## src/design/lbs_pkg.sv

```systemverilog
package lbs_pkg;

  // ------------------------------------------------------------
  // register map
  // ------------------------------------------------------------
  localparam int ADDR_W = 8;
  localparam logic [7:0] OFS_BAUD_DIVISOR = 8'h00;
  localparam logic [7:0] OFS_CONTROLLER_FLAGS = 8'h04;
  localparam logic [7:0] OFS_IRQ_STATUS = 8'h08;
  localparam logic [7:0] OFS_IRQ_MASK = 8'h0C;
  localparam logic [7:0] OFS_CONTROL = 8'h10;

  // ------------------------------------------------------------
  // baud divisor fields
  // ------------------------------------------------------------
  localparam int BD_INT_LSB = 0;
  localparam int BD_INT_W = 16;
  localparam int BD_FRAC_LSB = 16;
  localparam int BD_FRAC_W = 4;
  localparam logic [15:0] BD_INT_RST = 16'h0001;
  localparam logic [3:0] BD_FRAC_RST = 4'h0;
  localparam int TICKS_PER_BIT = 16;

  // ------------------------------------------------------------
  // controller flag bits
  // ------------------------------------------------------------
  localparam int FL_TX_LEVEL = 9;
  localparam int FL_RX_LEVEL = 8;
  localparam int FL_IDLE = 6;
  localparam int FL_ERROR = 5;
  localparam int FL_RESP_TX = 4;
  localparam int FL_RESP_RX = 3;
  localparam int FL_HEADER = 2;
  localparam int FL_BUF_FREE = 1;
  localparam int FL_MSG_RX = 0;
  localparam logic LEVEL_RST = 1'b1;

  // ------------------------------------------------------------
  // interrupt and control bits
  // ------------------------------------------------------------
  localparam int IRQ_W = 3;
  localparam int IRQ_TX_DONE = 0;
  localparam int IRQ_RX_DONE = 1;
  localparam int IRQ_ERROR = 2;
  localparam int CTRL_RESET_MODE = 0;
  localparam logic CTRL_RESET_MODE_RST = 1'b1;

  // ------------------------------------------------------------
  // types
  // ------------------------------------------------------------
  typedef enum logic [1:0] {
    LBS_PH_IDLE = 2'b00,
    LBS_PH_HEADER = 2'b01,
    LBS_PH_RESP_TX = 2'b10,
    LBS_PH_RESP_RX = 2'b11
  } lbs_phase_e;

  typedef struct packed {
    logic tx_initiate;
    logic header_start;
    logic resp_tx_start;
    logic resp_rx_start;
    logic tx_msg_complete;
    logic rx_msg_complete;
    logic error_detect;
    logic buf_write;
  } lbs_frame_ev_s;

  typedef struct packed {
    logic [7:0] addr;
    logic [31:0] wdata;
    logic wr;
    logic rd;
  } lbs_bus_req_s;

endpackage

```

## src/design/lbs_baud_gen.sv

```systemverilog
`timescale 1ns/1ps
module lbs_baud_gen #(
  parameter int INT_W = 16,
  parameter int FRAC_W = 4,
  parameter int TICKS = 16
) (
  // clock and reset
  input wire logic clk_i,
  input wire logic resetn_i,
  // divisor and run control
  input wire logic run_i,
  input wire logic [INT_W-1:0] int_div_i,
  input wire logic [FRAC_W-1:0] frac_i,
  // ticks
  output logic sample_tick_o,
  output logic bit_tick_o
);

  logic [INT_W-1:0] cnt;
  logic [FRAC_W-1:0] acc;
  logic stretch;
  logic [$clog2(TICKS)-1:0] sub;
  logic [INT_W-1:0] limit;
  logic [FRAC_W:0] acc_sum;
  logic period_end;

  // a zero divisor would stall the tick, so it is treated as one
  assign limit = (int_div_i == '0) ? INT_W'(1) : int_div_i;
  assign acc_sum = {1'b0, acc} + {1'b0, frac_i};
  assign period_end = (cnt >= limit - INT_W'(1)) && !stretch;

  // integer count, held one clock longer after a fraction carry
  always_ff @(posedge clk_i) begin
    if (!resetn_i || !run_i) begin
      cnt <= '0;
      stretch <= 1'b0;
      acc <= '0;
    end else if (stretch) begin
      stretch <= 1'b0;
      cnt <= '0;
    end else if (period_end) begin
      cnt <= '0;
      acc <= acc_sum[FRAC_W-1:0];
      stretch <= acc_sum[FRAC_W];
    end else begin
      cnt <= cnt + INT_W'(1);
    end
  end

  // tick at sixteen times the bit rate, bit tick every sixteenth
  always_ff @(posedge clk_i) begin
    if (!resetn_i || !run_i) begin
      sample_tick_o <= 1'b0;
      bit_tick_o <= 1'b0;
      sub <= '0;
    end else begin
      sample_tick_o <= period_end && !acc_sum[FRAC_W]
                       || stretch;
      bit_tick_o <= 1'b0;
      if (period_end && !acc_sum[FRAC_W] || stretch) begin
        sub <= sub + 1'b1;
        bit_tick_o <= (sub == $bits(sub)'(TICKS - 1));
      end
    end
  end

endmodule

```

## src/design/lbs_lin_baud_status.sv

```systemverilog
// Decided for this implementation: the strobed register port and the register addresses.
`timescale 1ns/1ps
// What this block does
// - the baud generator ticks sixteen times per bit, so one bit spans sixteen ticks.
// - the divisor register holds a 16-bit integer divisor and a 4-bit fraction.
// - the clock is divided by integer plus fraction over sixteen for each tick.
// - the divisor register accepts writes only while the controller is in reset mode.
// - the fraction sits in bits 19 to 16, is read-write and resets to zero.
// - the integer divisor sits in bits 15 to 0, is read-write and resets to one.
// - divisor bits 31 to 20 read as zero and software leaves them alone.
// - the controller flag register is read-only and writes never change it.
// - flag bit 9 shows the transmit line level, one when dominant, reset one.
// - flag bit 8 shows the receive line level, one when dominant, reset one.
// - the response-transmitting flag clears on transmit message complete.
// - the response-receiving flag clears on receive message complete.
// - flag bits 31 to 10 and bit 7 read as zero.
// - header, response-transmit and response-receive flags are set during those phases.
// - the error flag sets on bit error or clamped line and clears when a new transmission starts.
module lbs_lin_baud_status (
  // clock and reset
  input wire logic clk_i,
  input wire logic resetn_i,
  // register port
  input wire lbs_pkg::lbs_bus_req_s bus_i,
  output logic [31:0] rdata_o,
  // frame sequencer events and levels
  input wire lbs_pkg::lbs_frame_ev_s ev_i,
  input wire logic buf_released_i,
  input wire logic txd_pin_i,
  input wire logic rxd_pin_i,
  // outputs
  output logic reset_mode_o,
  output logic sample_tick_o,
  output logic bit_tick_o,
  output logic irq_o
);

  // ------------------------------------------------------------
  // decode helpers
  // ------------------------------------------------------------
  function automatic logic hit(input logic [7:0] a, input logic [7:0] ofs);
    hit = (a == ofs);
  endfunction

  // interrupt words sit in the low bits and the rest reads zero
  function automatic logic [31:0] irq_word(input logic [lbs_pkg::IRQ_W-1:0] v);
    irq_word = '0;
    irq_word[lbs_pkg::IRQ_W-1:0] = v;
  endfunction

  // one write strobe per writable register, decoded once
  logic wr_div;
  logic wr_irq_st;
  logic wr_irq_mask;
  logic wr_ctrl;

  // the flag register has no write decode at all
  assign wr_div = bus_i.wr && hit(bus_i.addr, lbs_pkg::OFS_BAUD_DIVISOR);
  assign wr_irq_st = bus_i.wr && hit(bus_i.addr, lbs_pkg::OFS_IRQ_STATUS);
  assign wr_irq_mask = bus_i.wr && hit(bus_i.addr, lbs_pkg::OFS_IRQ_MASK);
  assign wr_ctrl = bus_i.wr && hit(bus_i.addr, lbs_pkg::OFS_CONTROL);

  // ------------------------------------------------------------
  // control and divisor registers
  // ------------------------------------------------------------
  logic [lbs_pkg::BD_INT_W-1:0] int_div;
  logic [lbs_pkg::BD_FRAC_W-1:0] frac_div;
  logic run;

  // reset mode holds the generator still while software sets it up
  always_ff @(posedge clk_i) begin
    if (!resetn_i) begin
      reset_mode_o <= lbs_pkg::CTRL_RESET_MODE_RST;
    end else if (wr_ctrl) begin
      reset_mode_o <= bus_i.wdata[lbs_pkg::CTRL_RESET_MODE];
    end
  end

  // the generator runs only outside reset mode and restarts on every exit
  assign run = !reset_mode_o;

  // divisor writes only land in reset mode
  always_ff @(posedge clk_i) begin
    if (!resetn_i) begin
      int_div <= lbs_pkg::BD_INT_RST;
      frac_div <= lbs_pkg::BD_FRAC_RST;
    end else if (wr_div && reset_mode_o) begin
      int_div <= bus_i.wdata[lbs_pkg::BD_INT_LSB +: lbs_pkg::BD_INT_W];
      frac_div <= bus_i.wdata[lbs_pkg::BD_FRAC_LSB +: lbs_pkg::BD_FRAC_W];
    end
  end

  // ------------------------------------------------------------
  // baud generator
  // ------------------------------------------------------------
  lbs_baud_gen #(
    .INT_W(lbs_pkg::BD_INT_W),
    .FRAC_W(lbs_pkg::BD_FRAC_W),
    .TICKS(lbs_pkg::TICKS_PER_BIT)
  // divisor fields feed the generator directly; they cannot move while it runs
  ) u_baud (
    .clk_i(clk_i),
    .resetn_i(resetn_i),
    .run_i(run),
    .int_div_i(int_div),
    .frac_i(frac_div),
    .sample_tick_o(sample_tick_o),
    .bit_tick_o(bit_tick_o)
  );

  // ------------------------------------------------------------
  // line levels
  // ------------------------------------------------------------
  logic tx_level;
  logic rx_level;

  // lin is dominant low, so the flag is the inverted pin
  always_ff @(posedge clk_i) begin
    if (!resetn_i) begin
      tx_level <= lbs_pkg::LEVEL_RST;
      rx_level <= lbs_pkg::LEVEL_RST;
    end else begin
      tx_level <= !txd_pin_i;
      rx_level <= !rxd_pin_i;
    end
  end

  // ------------------------------------------------------------
  // frame phase
  // ------------------------------------------------------------
  lbs_pkg::lbs_phase_e phase;
  lbs_pkg::lbs_phase_e next_phase;

  // one phase at a time; completion events close the response
  always_comb begin
    next_phase = phase;
    case (phase)
      lbs_pkg::LBS_PH_IDLE: begin
        if (ev_i.header_start) begin
          next_phase = lbs_pkg::LBS_PH_HEADER;
        end
      end
      lbs_pkg::LBS_PH_HEADER: begin
        if (ev_i.resp_tx_start) begin
          next_phase = lbs_pkg::LBS_PH_RESP_TX;
        end else if (ev_i.resp_rx_start) begin
          next_phase = lbs_pkg::LBS_PH_RESP_RX;
        end
      end
      lbs_pkg::LBS_PH_RESP_TX: begin
        if (ev_i.tx_msg_complete) begin
          next_phase = lbs_pkg::LBS_PH_IDLE;
        end
      end
      lbs_pkg::LBS_PH_RESP_RX: begin
        if (ev_i.rx_msg_complete) begin
          next_phase = lbs_pkg::LBS_PH_IDLE;
        end
      end
      default: begin
        next_phase = lbs_pkg::LBS_PH_IDLE;
      end
    endcase
  end

  // phase register, idle after reset
  always_ff @(posedge clk_i) begin
    if (!resetn_i) begin
      phase <= lbs_pkg::LBS_PH_IDLE;
    end else begin
      phase <= next_phase;
    end
  end

  // ------------------------------------------------------------
  // error and message-received flags
  // ------------------------------------------------------------
  logic err_flag;
  logic msg_rx_flag;

  // a detection in the same cycle as a new start wins over the clear
  always_ff @(posedge clk_i) begin
    if (!resetn_i) begin
      err_flag <= 1'b0;
    end else if (ev_i.error_detect) begin
      err_flag <= 1'b1;
    end else if (ev_i.tx_initiate) begin
      err_flag <= 1'b0;
    end
  end

  // valid message until the buffer is written or a new request starts
  always_ff @(posedge clk_i) begin
    if (!resetn_i) begin
      msg_rx_flag <= 1'b0;
    end else if (ev_i.rx_msg_complete) begin
      msg_rx_flag <= 1'b1;
    end else if (ev_i.tx_initiate || ev_i.buf_write) begin
      msg_rx_flag <= 1'b0;
    end
  end

  // ------------------------------------------------------------
  // interrupts
  // ------------------------------------------------------------
  logic [lbs_pkg::IRQ_W-1:0] irq_status;
  logic [lbs_pkg::IRQ_W-1:0] irq_mask;
  logic [lbs_pkg::IRQ_W-1:0] irq_set;
  logic [lbs_pkg::IRQ_W-1:0] irq_clr;

  // completion and error events raise the sticky bits
  assign irq_set[lbs_pkg::IRQ_TX_DONE] = ev_i.tx_msg_complete;
  assign irq_set[lbs_pkg::IRQ_RX_DONE] = ev_i.rx_msg_complete;
  assign irq_set[lbs_pkg::IRQ_ERROR] = ev_i.error_detect;
  assign irq_clr = wr_irq_st ? bus_i.wdata[lbs_pkg::IRQ_W-1:0] : '0;

  // sticky bits, write one to clear; a fresh event beats the clear
  always_ff @(posedge clk_i) begin
    if (!resetn_i) begin
      irq_status <= '0;
    end else begin
      irq_status <= (irq_status & ~irq_clr) | irq_set;
    end
  end

  // mask of the same layout, all masked after reset
  always_ff @(posedge clk_i) begin
    if (!resetn_i) begin
      irq_mask <= '0;
    end else if (wr_irq_mask) begin
      irq_mask <= bus_i.wdata[lbs_pkg::IRQ_W-1:0];
    end
  end

  // registered, so the line lags the status bit by one clock
  always_ff @(posedge clk_i) begin
    if (!resetn_i) begin
      irq_o <= 1'b0;
    end else begin
      irq_o <= |(irq_status & irq_mask);
    end
  end

  // ------------------------------------------------------------
  // read-back
  // ------------------------------------------------------------
  logic [31:0] flags_word;
  logic [31:0] div_word;
  logic [31:0] next_rdata;

  // unlisted bits stay zero in both words
  always_comb begin
    flags_word = '0;
    flags_word[lbs_pkg::FL_TX_LEVEL] = tx_level;
    flags_word[lbs_pkg::FL_RX_LEVEL] = rx_level;
    flags_word[lbs_pkg::FL_IDLE] = (phase == lbs_pkg::LBS_PH_IDLE);
    flags_word[lbs_pkg::FL_ERROR] = err_flag;
    flags_word[lbs_pkg::FL_RESP_TX] = (phase == lbs_pkg::LBS_PH_RESP_TX);
    flags_word[lbs_pkg::FL_RESP_RX] = (phase == lbs_pkg::LBS_PH_RESP_RX);
    flags_word[lbs_pkg::FL_HEADER] = (phase == lbs_pkg::LBS_PH_HEADER);
    flags_word[lbs_pkg::FL_BUF_FREE] = buf_released_i;
    flags_word[lbs_pkg::FL_MSG_RX] = msg_rx_flag;
    div_word = '0;
    div_word[lbs_pkg::BD_INT_LSB +: lbs_pkg::BD_INT_W] = int_div;
    div_word[lbs_pkg::BD_FRAC_LSB +: lbs_pkg::BD_FRAC_W] = frac_div;
  end

  // unmapped addresses read zero
  always_comb begin
    next_rdata = '0;
    if (bus_i.rd) begin
      case (bus_i.addr)
        lbs_pkg::OFS_BAUD_DIVISOR: begin
          next_rdata = div_word;
        end
        lbs_pkg::OFS_CONTROLLER_FLAGS: begin
          next_rdata = flags_word;
        end
        lbs_pkg::OFS_IRQ_STATUS: begin
          next_rdata = irq_word(irq_status);
        end
        lbs_pkg::OFS_IRQ_MASK: begin
          next_rdata = irq_word(irq_mask);
        end
        lbs_pkg::OFS_CONTROL: begin
          next_rdata = {31'h00000000, reset_mode_o};
        end
        default: begin
          next_rdata = '0;
        end
      endcase
    end
  end

  // data stand only in the cycle after the read strobe
  always_ff @(posedge clk_i) begin
    if (!resetn_i) begin
      rdata_o <= '0;
    end else begin
      rdata_o <= next_rdata;
    end
  end

endmodule

```

## config.mk

```make
export PLATFORM = sky130hd
export DESIGN_NAME = lbs_lin_baud_status
export DESIGN_NICKNAME = d
export VERILOG_FILES = /design/src/design/lbs_pkg.sv /design/src/design/lbs_baud_gen.sv /design/src/design/lbs_lin_baud_status.sv
export SDC_FILE = /design/constraint.sdc
export NUM_CORES = 1
export LEC_CHECK = 0
export ABC_AREA = 0
export BUFFER_PORTS_ARGS = -buffer_cell sky130_fd_sc_hd__buf_4
export CAP_MARGIN = 20
export CORE_MARGIN = 4
export CORE_UTILIZATION = 44
export CTS_CLUSTER_SIZE = 30
export DETAILED_ROUTE_END_ITERATION = 8
export GPL_ROUTABILITY_DRIVEN = 0
export PLACE_DENSITY = 0.74
export RECOVER_POWER = 100
export SLEW_MARGIN = 20
export SYNTH_ARGS = -nofsm -noshare
export SYNTH_HDL_FRONTEND = slang
export SYNTH_HIERARCHICAL = 1
export SYNTH_SLANG_ARGS = --single-unit
export TNS_END_PERCENT = 50
```

## constraint.sdc

```tcl
create_clock -name clk_i -period 8.6 [get_ports clk_i]
set_input_delay 0.86 -clock clk_i [delete_from_list [all_inputs] [get_ports clk_i]]
set_output_delay 0.86 -clock clk_i [all_outputs]
set_load 0.02 [all_outputs]
```

### Word level (Yosys, flattened, before mapping)

Index checks and enable logic that the tools add are counted.

* bits in registers: 93
* bits of input ports: 55
* output and inout bits: 36
* word-level logic and storage cells: 82

* add/subtract/negate cells: 4
* $lt $le $gt $ge: 1
* equal/unequal tests: 12
* mux-type cells: 13
* bitwise logic cells: 7
* reductions and logical operators: 27

Operators with widths (count)
* 20-bit one-hot mux with 5 select lines: 1
* 16-bit by 1-bit adder with 16-bit output, second input constant: 1
* 8-bit by 4-bit == test with 1-bit output, second input constant: 2
* 16-bit greater-or-equal comparator: 1
* 16-bit logical NOT: 1
* 16-bit 2-to-1 mux: 1
* 16-bit by 1-bit subtractor with 16-bit output, second input constant: 1
* 2-bit 2-to-1 mux: 5
* 3-bit OR reduction: 3
* 8-bit by 3-bit == test with 1-bit output, second input constant: 1
* 8-bit by 5-bit == test with 1-bit output, second input constant: 1
* 8-bit logical NOT: 1
* 2-bit one-hot mux with 4 select lines: 1
* 1-bit logical AND: 7
* 3-bit AND: 2
* 2-bit != test, second input constant: 3
* 4-bit by 4-bit adder with 5-bit output: 1
* 1-bit logical NOT: 5
* 4-bit by 1-bit adder with 4-bit output, second input constant: 1
* 2-bit == test, second input constant: 2
* 4-bit == test, second input constant: 1
* 1-bit 2-to-1 mux: 4
* 2-bit AND reduction: 2
* 4-bit AND reduction: 1
* other kinds (10): 15

### Depth between registers and ports, before layout

Gate-level depths: netlist (run 1).

* depth after elaboration: 9
* mapped depth: 18
* gate-level depth less buffers: 16

### Cells and area by module

Netlist (run 1), hierarchy kept.

By module, submodules not included
* lbs_lin_baud_status: times used 1, cells each 244, area each 2293.4 sq um, seq. area each 1081.0 sq um
* lbs_baud_gen: times used 1, cells each 211, area each 1824.2 sq um, seq. area each 540.5 sq um

### Worst setup path after synthesis (run 1)

OpenSTA, ideal clock, no wires.

* kind: reg2reg
* start point: register int_div[9] (netlist name)
* end point: register u_baud.cnt[10]
* setup time: 0.064 ns
* arrival time: 3.398 ns
* data required time: 8.536 ns
* slack: 5.138 ns
* cell stages (with the launch flop): 18
* path buffers: 2
* clock period less this slack: 3.462 ns
* path through: dfxtp_1 -> or4_1 -> nor4_2 -> a21oi_1 -> ha_1 -> nand2_1 -> or3_1 -> nor2_1 -> xnor2_1 -> ha_1 -> a21o_1 -> a21oi_1 -> a21o_1 -> nand3_1 -> or3_1 -> buf_6 -> buf_8 -> nor2_1

* word-level cells in the longest chain between the ends: 6

RTL lines
* start, declared: RTL line lbs_lin_baud_status.sv:66 `logic [lbs_pkg::BD_INT_W-1:0] int_div;`
* start signal, assigned: RTL line lbs_lin_baud_status.sv:85 `int_div <= lbs_pkg::BD_INT_RST;`
* start signal, assigned: RTL line lbs_lin_baud_status.sv:88 `int_div <= bus_i.wdata[lbs_pkg::BD_INT_LSB +: lbs_pkg::BD_INT_W];`
* 16-bit logical NOT: RTL line lbs_baud_gen.sv:28 `assign limit = (int_div_i == '0) ? INT_W'(1) : int_div_i;`
* 16-bit 2-to-1 mux (*): RTL line lbs_baud_gen.sv:28
* 16-bit by 1-bit subtractor with 16-bit output (*): RTL line lbs_baud_gen.sv:30 `assign period_end = (cnt >= limit - INT_W'(1)) && !stretch;`
* 16-bit greater-or-equal comparator (*): RTL line lbs_baud_gen.sv:30
* 1-bit logical AND (*): RTL line lbs_baud_gen.sv:30
* 3-bit OR reduction (no line) (*)
* end signal, assigned: RTL line lbs_baud_gen.sv:46 `cnt <= cnt + INT_W'(1);`
* end, declared: RTL line lbs_baud_gen.sv:19 `logic [INT_W-1:0] cnt;`

Every way passes the cells marked *; elsewhere a longest branch is shown, timed or not.
A chain may end at the register's enable or synchronous reset.

### Worst setup path after layout (run 1)

* start point: register int_div[9] (netlist name)
* end point: register u_baud.bit_tick_o

* word-level cells in the longest chain between the ends: 9

RTL lines
* 16-bit logical NOT: RTL line lbs_baud_gen.sv:28
* 16-bit 2-to-1 mux (*): RTL line lbs_baud_gen.sv:28
* 16-bit by 1-bit subtractor with 16-bit output (*): RTL line lbs_baud_gen.sv:30
* 16-bit greater-or-equal comparator (*): RTL line lbs_baud_gen.sv:30
* 1-bit logical AND (*): RTL line lbs_baud_gen.sv:30
* 1-bit logical AND (*): RTL line lbs_baud_gen.sv:60 `if (period_end && !acc_sum[FRAC_W] || stretch) begin`
* 1-bit logical OR (*): RTL line lbs_baud_gen.sv:60
* 1-bit inverter (no line) (*)
* 2-bit OR reduction (no line) (*)
* end signal, assigned: RTL line lbs_baud_gen.sv:62 `bit_tick_o <= (sub == $bits(sub)'(TICKS - 1));`
* end, declared: RTL line lbs_baud_gen.sv:16 `output logic bit_tick_o`

Marked as above.

==> metrics, run 1 <==
detailed-route via count=3288; largest cells by area after synthesis=dfxtp_1 (39%), mux2i_1 (7.5%), ha_1 (7.0%); final hold vios=0; post-placement cell area=4610 sq um; Critical Path AT=4.50 ns; Worst-Skew Late Latency=0.35 ns; Synth Instances=455; worst hold path class=reg2reg; worst slew pin tran=2.11 ns; Final Util=0.516; placed insts=617; clock buffer depth=2; starting density of the core=0.448; Setup crit start kind=flop; Clock Skews=0.0120 ns; setup TNS=0 ns; Residual DRC=0; drt wl/cell=13.9 um; Finish-stage setup viols=0; fin. max-slew vios=54; dpl ws=4.59 ns; Post-synth EDFFs=0; largest net degree at the start of global routing=54; Syn Area/Cell=9.05 sq um; R2R Setup Slk=4.39 ns; Tmin final=4.21 ns; CP Capture Type=flop; failing checks=max-capacitance violations, max-slew violations; RSZ-0062 raised after global routing=no; die width=105 um; prevailing post-synth register cell=dfxtp_1; Num Clock Sinks=81; Final ANT Viol Nets=0; I/O Buffers=66; die height=105 um; area of the core=9200 sq um; die area=11000 sq um; final worst slack=4.39 ns; vias in the first global route=3156; multi-input logic area=2300 sq um; Overflow after GRT=0; sequential area share after synthesis=0.394; top cell type's share of synthesized area=0.394; root buffer cell=clkbuf_8; leakage power total=1.87 nW; GRT Overall Usage=0.162; final wirelength=8.81 mm; row cnt=35; Unique masters post-synth=53; Max-Cap Viols=1; Net count, final=596; first-pass GRT wire length=14.7 mm; status=finished, violations left; sequential cell area=1620 sq um; Detailed Place HPWL=6.68 mm; Pwr Total=0.742 mW; ant diodes=0; H-tree levels=3; Critical Path RT=8.89 ns; max frequency=0.238 GHz; Fin Hold WS=0.470 ns; Area Overhead vs Synth=15.2%; ys async rst share=0; CTS-repair resized insts=0; initial detailed-routing violation count=132; worst IR drop on VDD=0.0877 mV; P per Cell Area=156 nW/um^2; Via density=5.20; Reg clk slew, reported paths=0.09 ns; post-CTS setup buffers=0; number of CTS-inserted buffers=9; 1st-pass router iterations=4; Synth area leader=dfxtp_1; Ports=91; CP Max Fanout=7; final period utilization=0.489; slew margin rel.=-0.408; design area=4740 sq um; Synth Warn #=6; initial antenna violation count=0; Non-Filler Instances=632; layout cell share with drive strength beyond 1=0.138; Seq cells post-synth=81; fillcell total=862; Post-CTS Hold Fix Bufs=0; CTS tree=done; synthesized cell area=4120 sq um; critical path class=reg2reg
## where the power goes
| part | total [mW] | internal (mW) | switching [mW] |
|---|---|---|---|
| combinational | 0.0470 | 0.0213 | 0.0257 |
| clock | 0.314 | 0.173 | 0.141 |
| sequential | 0.381 | 0.378 | 0.00301 |
| total | 0.742 | 0.572 | 0.170 |
## sequential cells by signal, summed over array words and instances, names as in the netlist, 2 cells and up
name / flops
phase: 2
rdata_o: 20
irq_status: 3
irq_mask: 3
u_baud/acc: 4
u_baud/sub: 4
u_baud/cnt: 16
frac_div: 4
int_div: 16
## kinds of logic (layout without fill, tap and decap cells)
logic type | after synthesis | count (layout) | share of synthesized area
simple gates | 195 | 195 | 0.253
flops | 81 | 81 | 0.394
compound gates | 51 | 51 | 0.0738
buf+inv | 41 | 96 | 0.0583
mux | 34 | 34 | 0.0863
xor+xnor | 28 | 28 | 0.0596
fa+ha+maj | 24 | 24 | 0.0748
other cells | 1 | 12 | 0.000911
## path summary, 6_finish.rpt
| path | start | to | depth (start not counted) |
|---|---|---|---|
| max | int_div[9] | u_baud/bit_tick_o | 15 |
| min | tx_level | rdata_o[9] | 2 |
| max reg2reg | int_div[9] | u_baud/bit_tick_o | 15 |
| min reg2reg | tx_level | rdata_o[9] | 2 |
## synthesized netlist by cell type, types with 2 or more instances
library cell  instances
ha_1                 23
and4_1                2
and3_1                5
buf_1                 2
nor2_1               40
xor2_1               13
buf_4                12
nor3_1                7
nor3b_1               4
xnor2_1              15
nand2b_1              5
mux2i_1              31
clkbuf_1              8
buf_6                 4
inv_1                14
a31oi_1               6
or3_1                 2
nand3_1              22
nor2b_1               5
nor4_2                3
or2_2                 2
a21o_1                3
and2_1               14
o21ai_0              10
mux2_2                2
a21oi_1              23
nand2_1              59
nand4_1               8
nor4_1                4
dfxtp_1              81
nand4b_1              2
nor4_4                2
a211oi_1              2
## critical path, stage by stage (launching register included)
cell and delay (ns):
dfxtp_1 0.39, or4_1 0.62, nor4_1 0.40, a21oi_1 0.19
ha_1 0.26, nand2_1 0.15, or3_1 0.19, nor3_1 0.08
xnor2_1 0.14, ha_1 0.32, nand4_1 0.11, nor2_1 0.23
a211oi_1 0.11, a31oi_1 0.51, nor2b_1 0.23, and4_1 0.22
## cells in the final DEF, fill, tap and decap left out, types with 3 or more instances in the layout
cell,netlist,routed
dfxtp_1,81,81
nand2_1,59,59
buf_4,12,42
nor2_1,40,40
mux2i_1,31,31
clkbuf_1,8,25
a21oi_1,23,23
ha_1,23,23
nand3_1,22,22
xnor2_1,15,15
inv_1,14,14
xor2_1,13,13
conb_1,1,12
o21ai_0,10,10
clkbuf_8,0,10
nand4_1,8,8
and2_0,0,7
nor3_1,7,7
and2_1,14,7
a31oi_1,6,6
nor2b_1,5,5
and3_1,5,5
nand2b_1,5,5
nor4_1,4,4
nor3b_1,4,4
nor4_2,3,3
inv_6,0,3
a21o_1,3,3
## area by class of cell
type                    count  share of cell area
repair buffers             67              0.0863
clock inverters             5              0.0182
multi-input cells         344               0.484
well taps                 111              0.0293
clock buffers              10              0.0290
flip-flops and latches     81               0.342
inverters                  14              0.0111
## metal layers
layer / vias to the layer above / GRT usage / share of wire
met5: - / 0 / 0
met4: 0 / 0.0459 / 0.0076
met3: 6 / 0.0395 / 0.048
met2: 81 / 0.269 / 0.48
met1: 1523 / 0.209 / 0.46
li1: 1678 / - / -
Power figures use the tool's default switching activity.
==> run 2, diff against run 1 <==
clock period = 4.25 ns   (was 8.6 ns; I/O delays follow)
==> run 2 against run 1 <==
Against the previous run: the flow still finishes with violations (max-capacitance violations, max-slew violations); first-iteration DRC count is 31% lower; final area is 0.26% lower; via count is 1.7% higher; combinational power is 100% higher; flip-flop and latch count stayed put; critical path depth is 1 higher; clock skew is 0.0035 ns lower; hold slack worse by 0.25 ns; register-to-register slack worse by 4.1 ns.
==> metrics, run 2 (synthesis results as in run 1) <==
final wirelength=9.02 mm; Reg with most FFs=rdata_o; layout cell share with drive strength beyond 1=0.147; multi-input logic area=2310 sq um; Crit path top cell by count=ha_1; starting density of the core=0.448; worst slew pin tran=2.08 ns; clock share of power=0.380; CP Max Fanout=7; post-placement cell area=4630 sq um; area of the core=9200 sq um; Critical Path AT=4.25 ns; Overflow after GRT=0; Detailed Place HPWL=6.87 mm; vias in the first global route=3380; Final ANT Viol Nets=0; final hold vios=0; 1st-pass router iterations=4; clock buffer depth=2; worst path bufs/invs=1; CTS-repair resized insts=0; Tmin final=3.99 ns; grt met1 use=0.211; first-pass GRT wire length=15.4 mm; setup TNS=0 ns; Via density=5.27; initial detailed-routing violation count=91; max frequency=0.251 GHz; Logic pwr share=0.068; worst IR drop on VDD=0.137 mV; Num Clock Sinks=81; Psw=0.353 mW; P per Cell Area=295 nW/um^2; detailed-route via count=3344; initial antenna violation count=0; sequential cell area=1620 sq um; CP top delay family=simple AND/OR/NAND/NOR gates; failing checks=max-capacitance violations, max-slew violations; Ports=91; ant diodes=0; status=finished, violations left; met2 Use GR=0.278; row cnt=35; CTS tree=done; Power Internal=1.04 mW; Flop pwr share=0.552; Residual DRC=0; most common cell after layout, fill and taps aside=dfxtp_1; slew margin rel.=-0.388; RSZ-0062 raised after global routing=no; Net count, final=598; Sw Share=0.253; largest net degree at the start of global routing=54; CP Capture Type=flop; Worst-Skew Late Latency=0.36 ns; Reg clk slew, reported paths=0.09 ns; H-tree levels=3; max incr delay on CP=0.64 ns; worst hold path class=in2reg; placed insts=619; Most Crowded Layer GR=met2; Max-Cap Viols=1; final period utilization=0.939; drt wl/cell=14.2 um; number of CTS-inserted buffers=9; met3 Usage GRT=0.0488; Top Registers=rdata_o (20), int_div (16), u_baud/cnt (16); die height=105 um; design area=4730 sq um; critical path class=reg2reg; CP Cell Sequence=or4_1 > nor4_2 > a21oi_1 > ha_1 > nand2_1 > or3_1 > nor3_1 > xnor2_1 > ha_1 > a41oi_1 > o21ai_0 > a211oi_1 > a31oi_1 > buf_4 > nor2b_1 > and4_1; die area=11000 sq um; Non-Filler Instances=635; Setup crit start kind=flop; Critical Path RT=4.51 ns; die width=105 um; GRT Overall Usage=0.170; max FFs per register=20; leakage power total=1.86 nW; fillcell total=882; Area Overhead vs Synth=14.9%; most frequent cells in the layout=dfxtp_1 (81), nand2_1 (59), buf_4 (43), nor2_1 (40), mux2i_1 (31); post-CTS setup buffers=0; I/O Buffers=66; Max stage delay cell, worst path=or4_1; R2R Setup Slk=0.26 ns; root buffer cell=clkbuf_8; Finish-stage setup viols=0; Post-CTS Hold Fix Bufs=0; fin. max-slew vios=54; Clock Skews=0.00849 ns
-- run 2: path summary, 6_finish.rpt --
path	from	end	cells after the start
setup / recovery	int_div[9]	u_baud/bit_tick_o	16
hold reg to reg	u_baud/cnt[0]	u_baud/cnt[0]	1
setup reg to reg	int_div[9]	u_baud/bit_tick_o	16
hold / removal	rxd_pin_i	rx_level	2
-- run 2: layout make-up --
class	count	area share
clock buffers	10	0.0291
clock inverters	6	0.0106
inverters	14	0.0111
multi-input cells	344	0.488
flip-flops and latches	81	0.343
well taps	111	0.0294
repair buffers	69	0.0891
-- run 2: power groups by stage --
| stage | Combinational [mW] | Sequential [mW] | Clock [mW] |
|---|---|---|---|
| after CTS | 0.0947 | 0.770 | 0.544 |
| after global placement | 0.0931 | 0.788 | 0 |
| after global routing | 0.105 | 0.772 | 0.583 |
| final | 0.0952 | 0.770 | 0.531 |
| after floorplan | 0.0599 | 0.785 | 0 |
| after detailed placement | 0.0945 | 0.788 | 0 |
-- run 2: per-layer routing --
metal  vias to the layer above  wire length, um
li1                       1682                -
met1                      1538             4050
met2                       101             4290
met3                        23              433
met4                         0              234
met5                         -                0
-- run 2: through the flow --
stage	worst slack [ns]	total power [mW]	hold WS [ns]	utilization
after global routing	0.0273	1.46	0.209	0.514
after floorplan	0.788	0.845	0.425	-
after detailed placement	0.274	0.883	0.462	0.503
final	0.261	1.40	0.219	0.514
after global placement	0.390	0.881	0.440	0.503
after CTS	0.201	1.41	0.209	0.524
==> run 3, diff against run 2 <==
CORE_ASPECT_RATIO = 0.9   (was unset)
REMOVE_ABC_BUFFERS = 1   (was unset)
==> run 3 against run 2 <==
Against the previous run: the flow still finishes with violations (max-capacitance violations, max-slew violations); largest power group unchanged; combinational power grew 0.6%; register-to-register slack gained 0.07 ns; clock power grew 13%; critical path depth unchanged; flip-flop and latch count is the same; setup slack improved by 0.069 ns; critical endpoint unchanged; power up 5.1%; sequential power is essentially flat; clock skew rose by 0.0012 ns; largest cell class unchanged; wire length increased by 0.71%; final area increased by 0.98%.
==> metrics, run 3 (synthesis results as in run 1) <==
status=finished, violations left; failing checks=max-capacitance violations, max-slew violations; critical path class=reg2reg; most frequent cells in the layout=dfxtp_1 (81), nand2_1 (59), buf_4 (44), nor2_1 (40), mux2i_1 (31); number of CTS-inserted buffers=9; Finish-stage setup viols=0; worst hold path class=in2reg; layout cell share with drive strength beyond 1=0.141; initial antenna violation count=0; die width=110 um; sequential cell area=1620 sq um; first-pass GRT wire length=15.1 mm; I/O Buffers=66; row cnt=33; Fin Hold WS=0.228 ns; slew margin rel.=-0.459; Worst R2R End=u_baud/bit_tick_o; Critical Path AT=4.17 ns; CTS tree=done; fin. max-slew vios=54; Hold Path End=tx_level; CTS-repair resized insts=0; 1st-pass router iterations=4; Detailed Place HPWL=6.75 mm; CP Max Fanout=7; clock buffer depth=2; largest net degree at the start of global routing=54; Register-to-Register Path Depth=16; GRT Overall Usage=0.171; Area Overhead vs Synth=16.0%; worst hold start=txd_pin_i; fillcell total=856; Overflow after GRT=0; Max-Cap Viols=1; Residual DRC=0; Top Registers=rdata_o (20), int_div (16), u_baud/cnt (16); Critical Path RT=4.50 ns; Num Clock Sinks=81; final hold vios=0; detailed-route via count=3349; max frequency=0.255 GHz; Tmin final=3.92 ns; Pwr Total=1.47 mW; final worst slack=0.329 ns; Reg clk slew, reported paths=0.08 ns; Post-CTS Hold Fix Bufs=0; Via density=5.18; max FFs per register=20; most common cell after layout, fill and taps aside=dfxtp_1; Ports=91; Clock Skews=0.00968 ns; vias in the first global route=3273; Net count, final=599; starting density of the core=0.451; initial detailed-routing violation count=133; Final ANT Viol Nets=0; leakage power total=1.87 nW; worst slew pin tran=2.19 ns; setup TNS=0 ns; Hold Path Depth=2; area of the core=9130 sq um; final wirelength=9.08 mm; worst r2r src=int_div[9]; Setup crit start kind=flop; ant diodes=0; die area=11000 sq um; RSZ-0062 raised after global routing=no; root buffer cell=clkbuf_8; dpl ws=0.209 ns; multi-input logic area=2310 sq um; R2R Setup Slk=0.33 ns; final period utilization=0.923; worst IR drop on VDD=0.170 mV; Worst-Skew Late Latency=0.35 ns; P per Cell Area=307 nW/um^2; die height=99.8 um; H-tree levels=3; Reg with most FFs=rdata_o; post-CTS setup buffers=0; CP Capture Type=flop; Final Util=0.524; drt wl/cell=14.0 um
run 3: worst max path at each step:
stage | cells after the start | end | startpoint
floorplan | 15 | u_baud/sub[2] | int_div[9]
global placement | 15 | u_baud/cnt[1] | int_div[9]
detailed placement | 15 | u_baud/cnt[15] | int_div[9]
CTS | 15 | u_baud/cnt[0] | int_div[9]
global route | 18 | u_baud/bit_tick_o | int_div[4]
finish | 16 | u_baud/bit_tick_o | int_div[9]
run 3: power by group:
part | switching (mW) | internal (mW)
clock | 0.271 | 0.330
sequential | 0.00659 | 0.764
combinational | 0.0520 | 0.0437
run 3: routing by layer:
metal  GRT usage  vias up  share of wire
met5           0        -              0
met4      0.0431        0         0.0094
met3      0.0502        9          0.064
met2       0.274       98           0.46
met1       0.226     1566           0.47
li1            -     1676              -
run 3: cell type report:
class | count | share of cell area
sequential | 81 | 0.339
multi-input combinational | 344 | 0.484
inverter | 14 | 0.0110
timing repair buffer | 70 | 0.0896
clock inverter | 5 | 0.0168
clock buffer | 11 | 0.0275
tap | 122 | 0.0320
run 3: critical path, cell delays in order (launching register included):
cell and delay (ns):
dfxtp_1 0.40, or4_1 0.65, nor4_4 0.26, a21oi_1 0.16, ha_1 0.23, nand2_1 0.14
or3_1 0.20, nor3_1 0.07, xnor2_1 0.14, ha_1 0.31, a41oi_1 0.16, o21ai_0 0.17
a211oi_1 0.27, a31oi_1 0.14, buf_4 0.18, nor2b_1 0.13, and4_1 0.22
run 3: through the flow:
| stage | cell area, sq um | instances |
|---|---|---|
| floorplan | 3970 | 439 |
| global placement | 4650 | 631 |
| detailed placement | 4650 | 631 |
| CTS | 4860 | 647 |
| global route | 4780 | 647 |
| finish | 4780 | 647 |
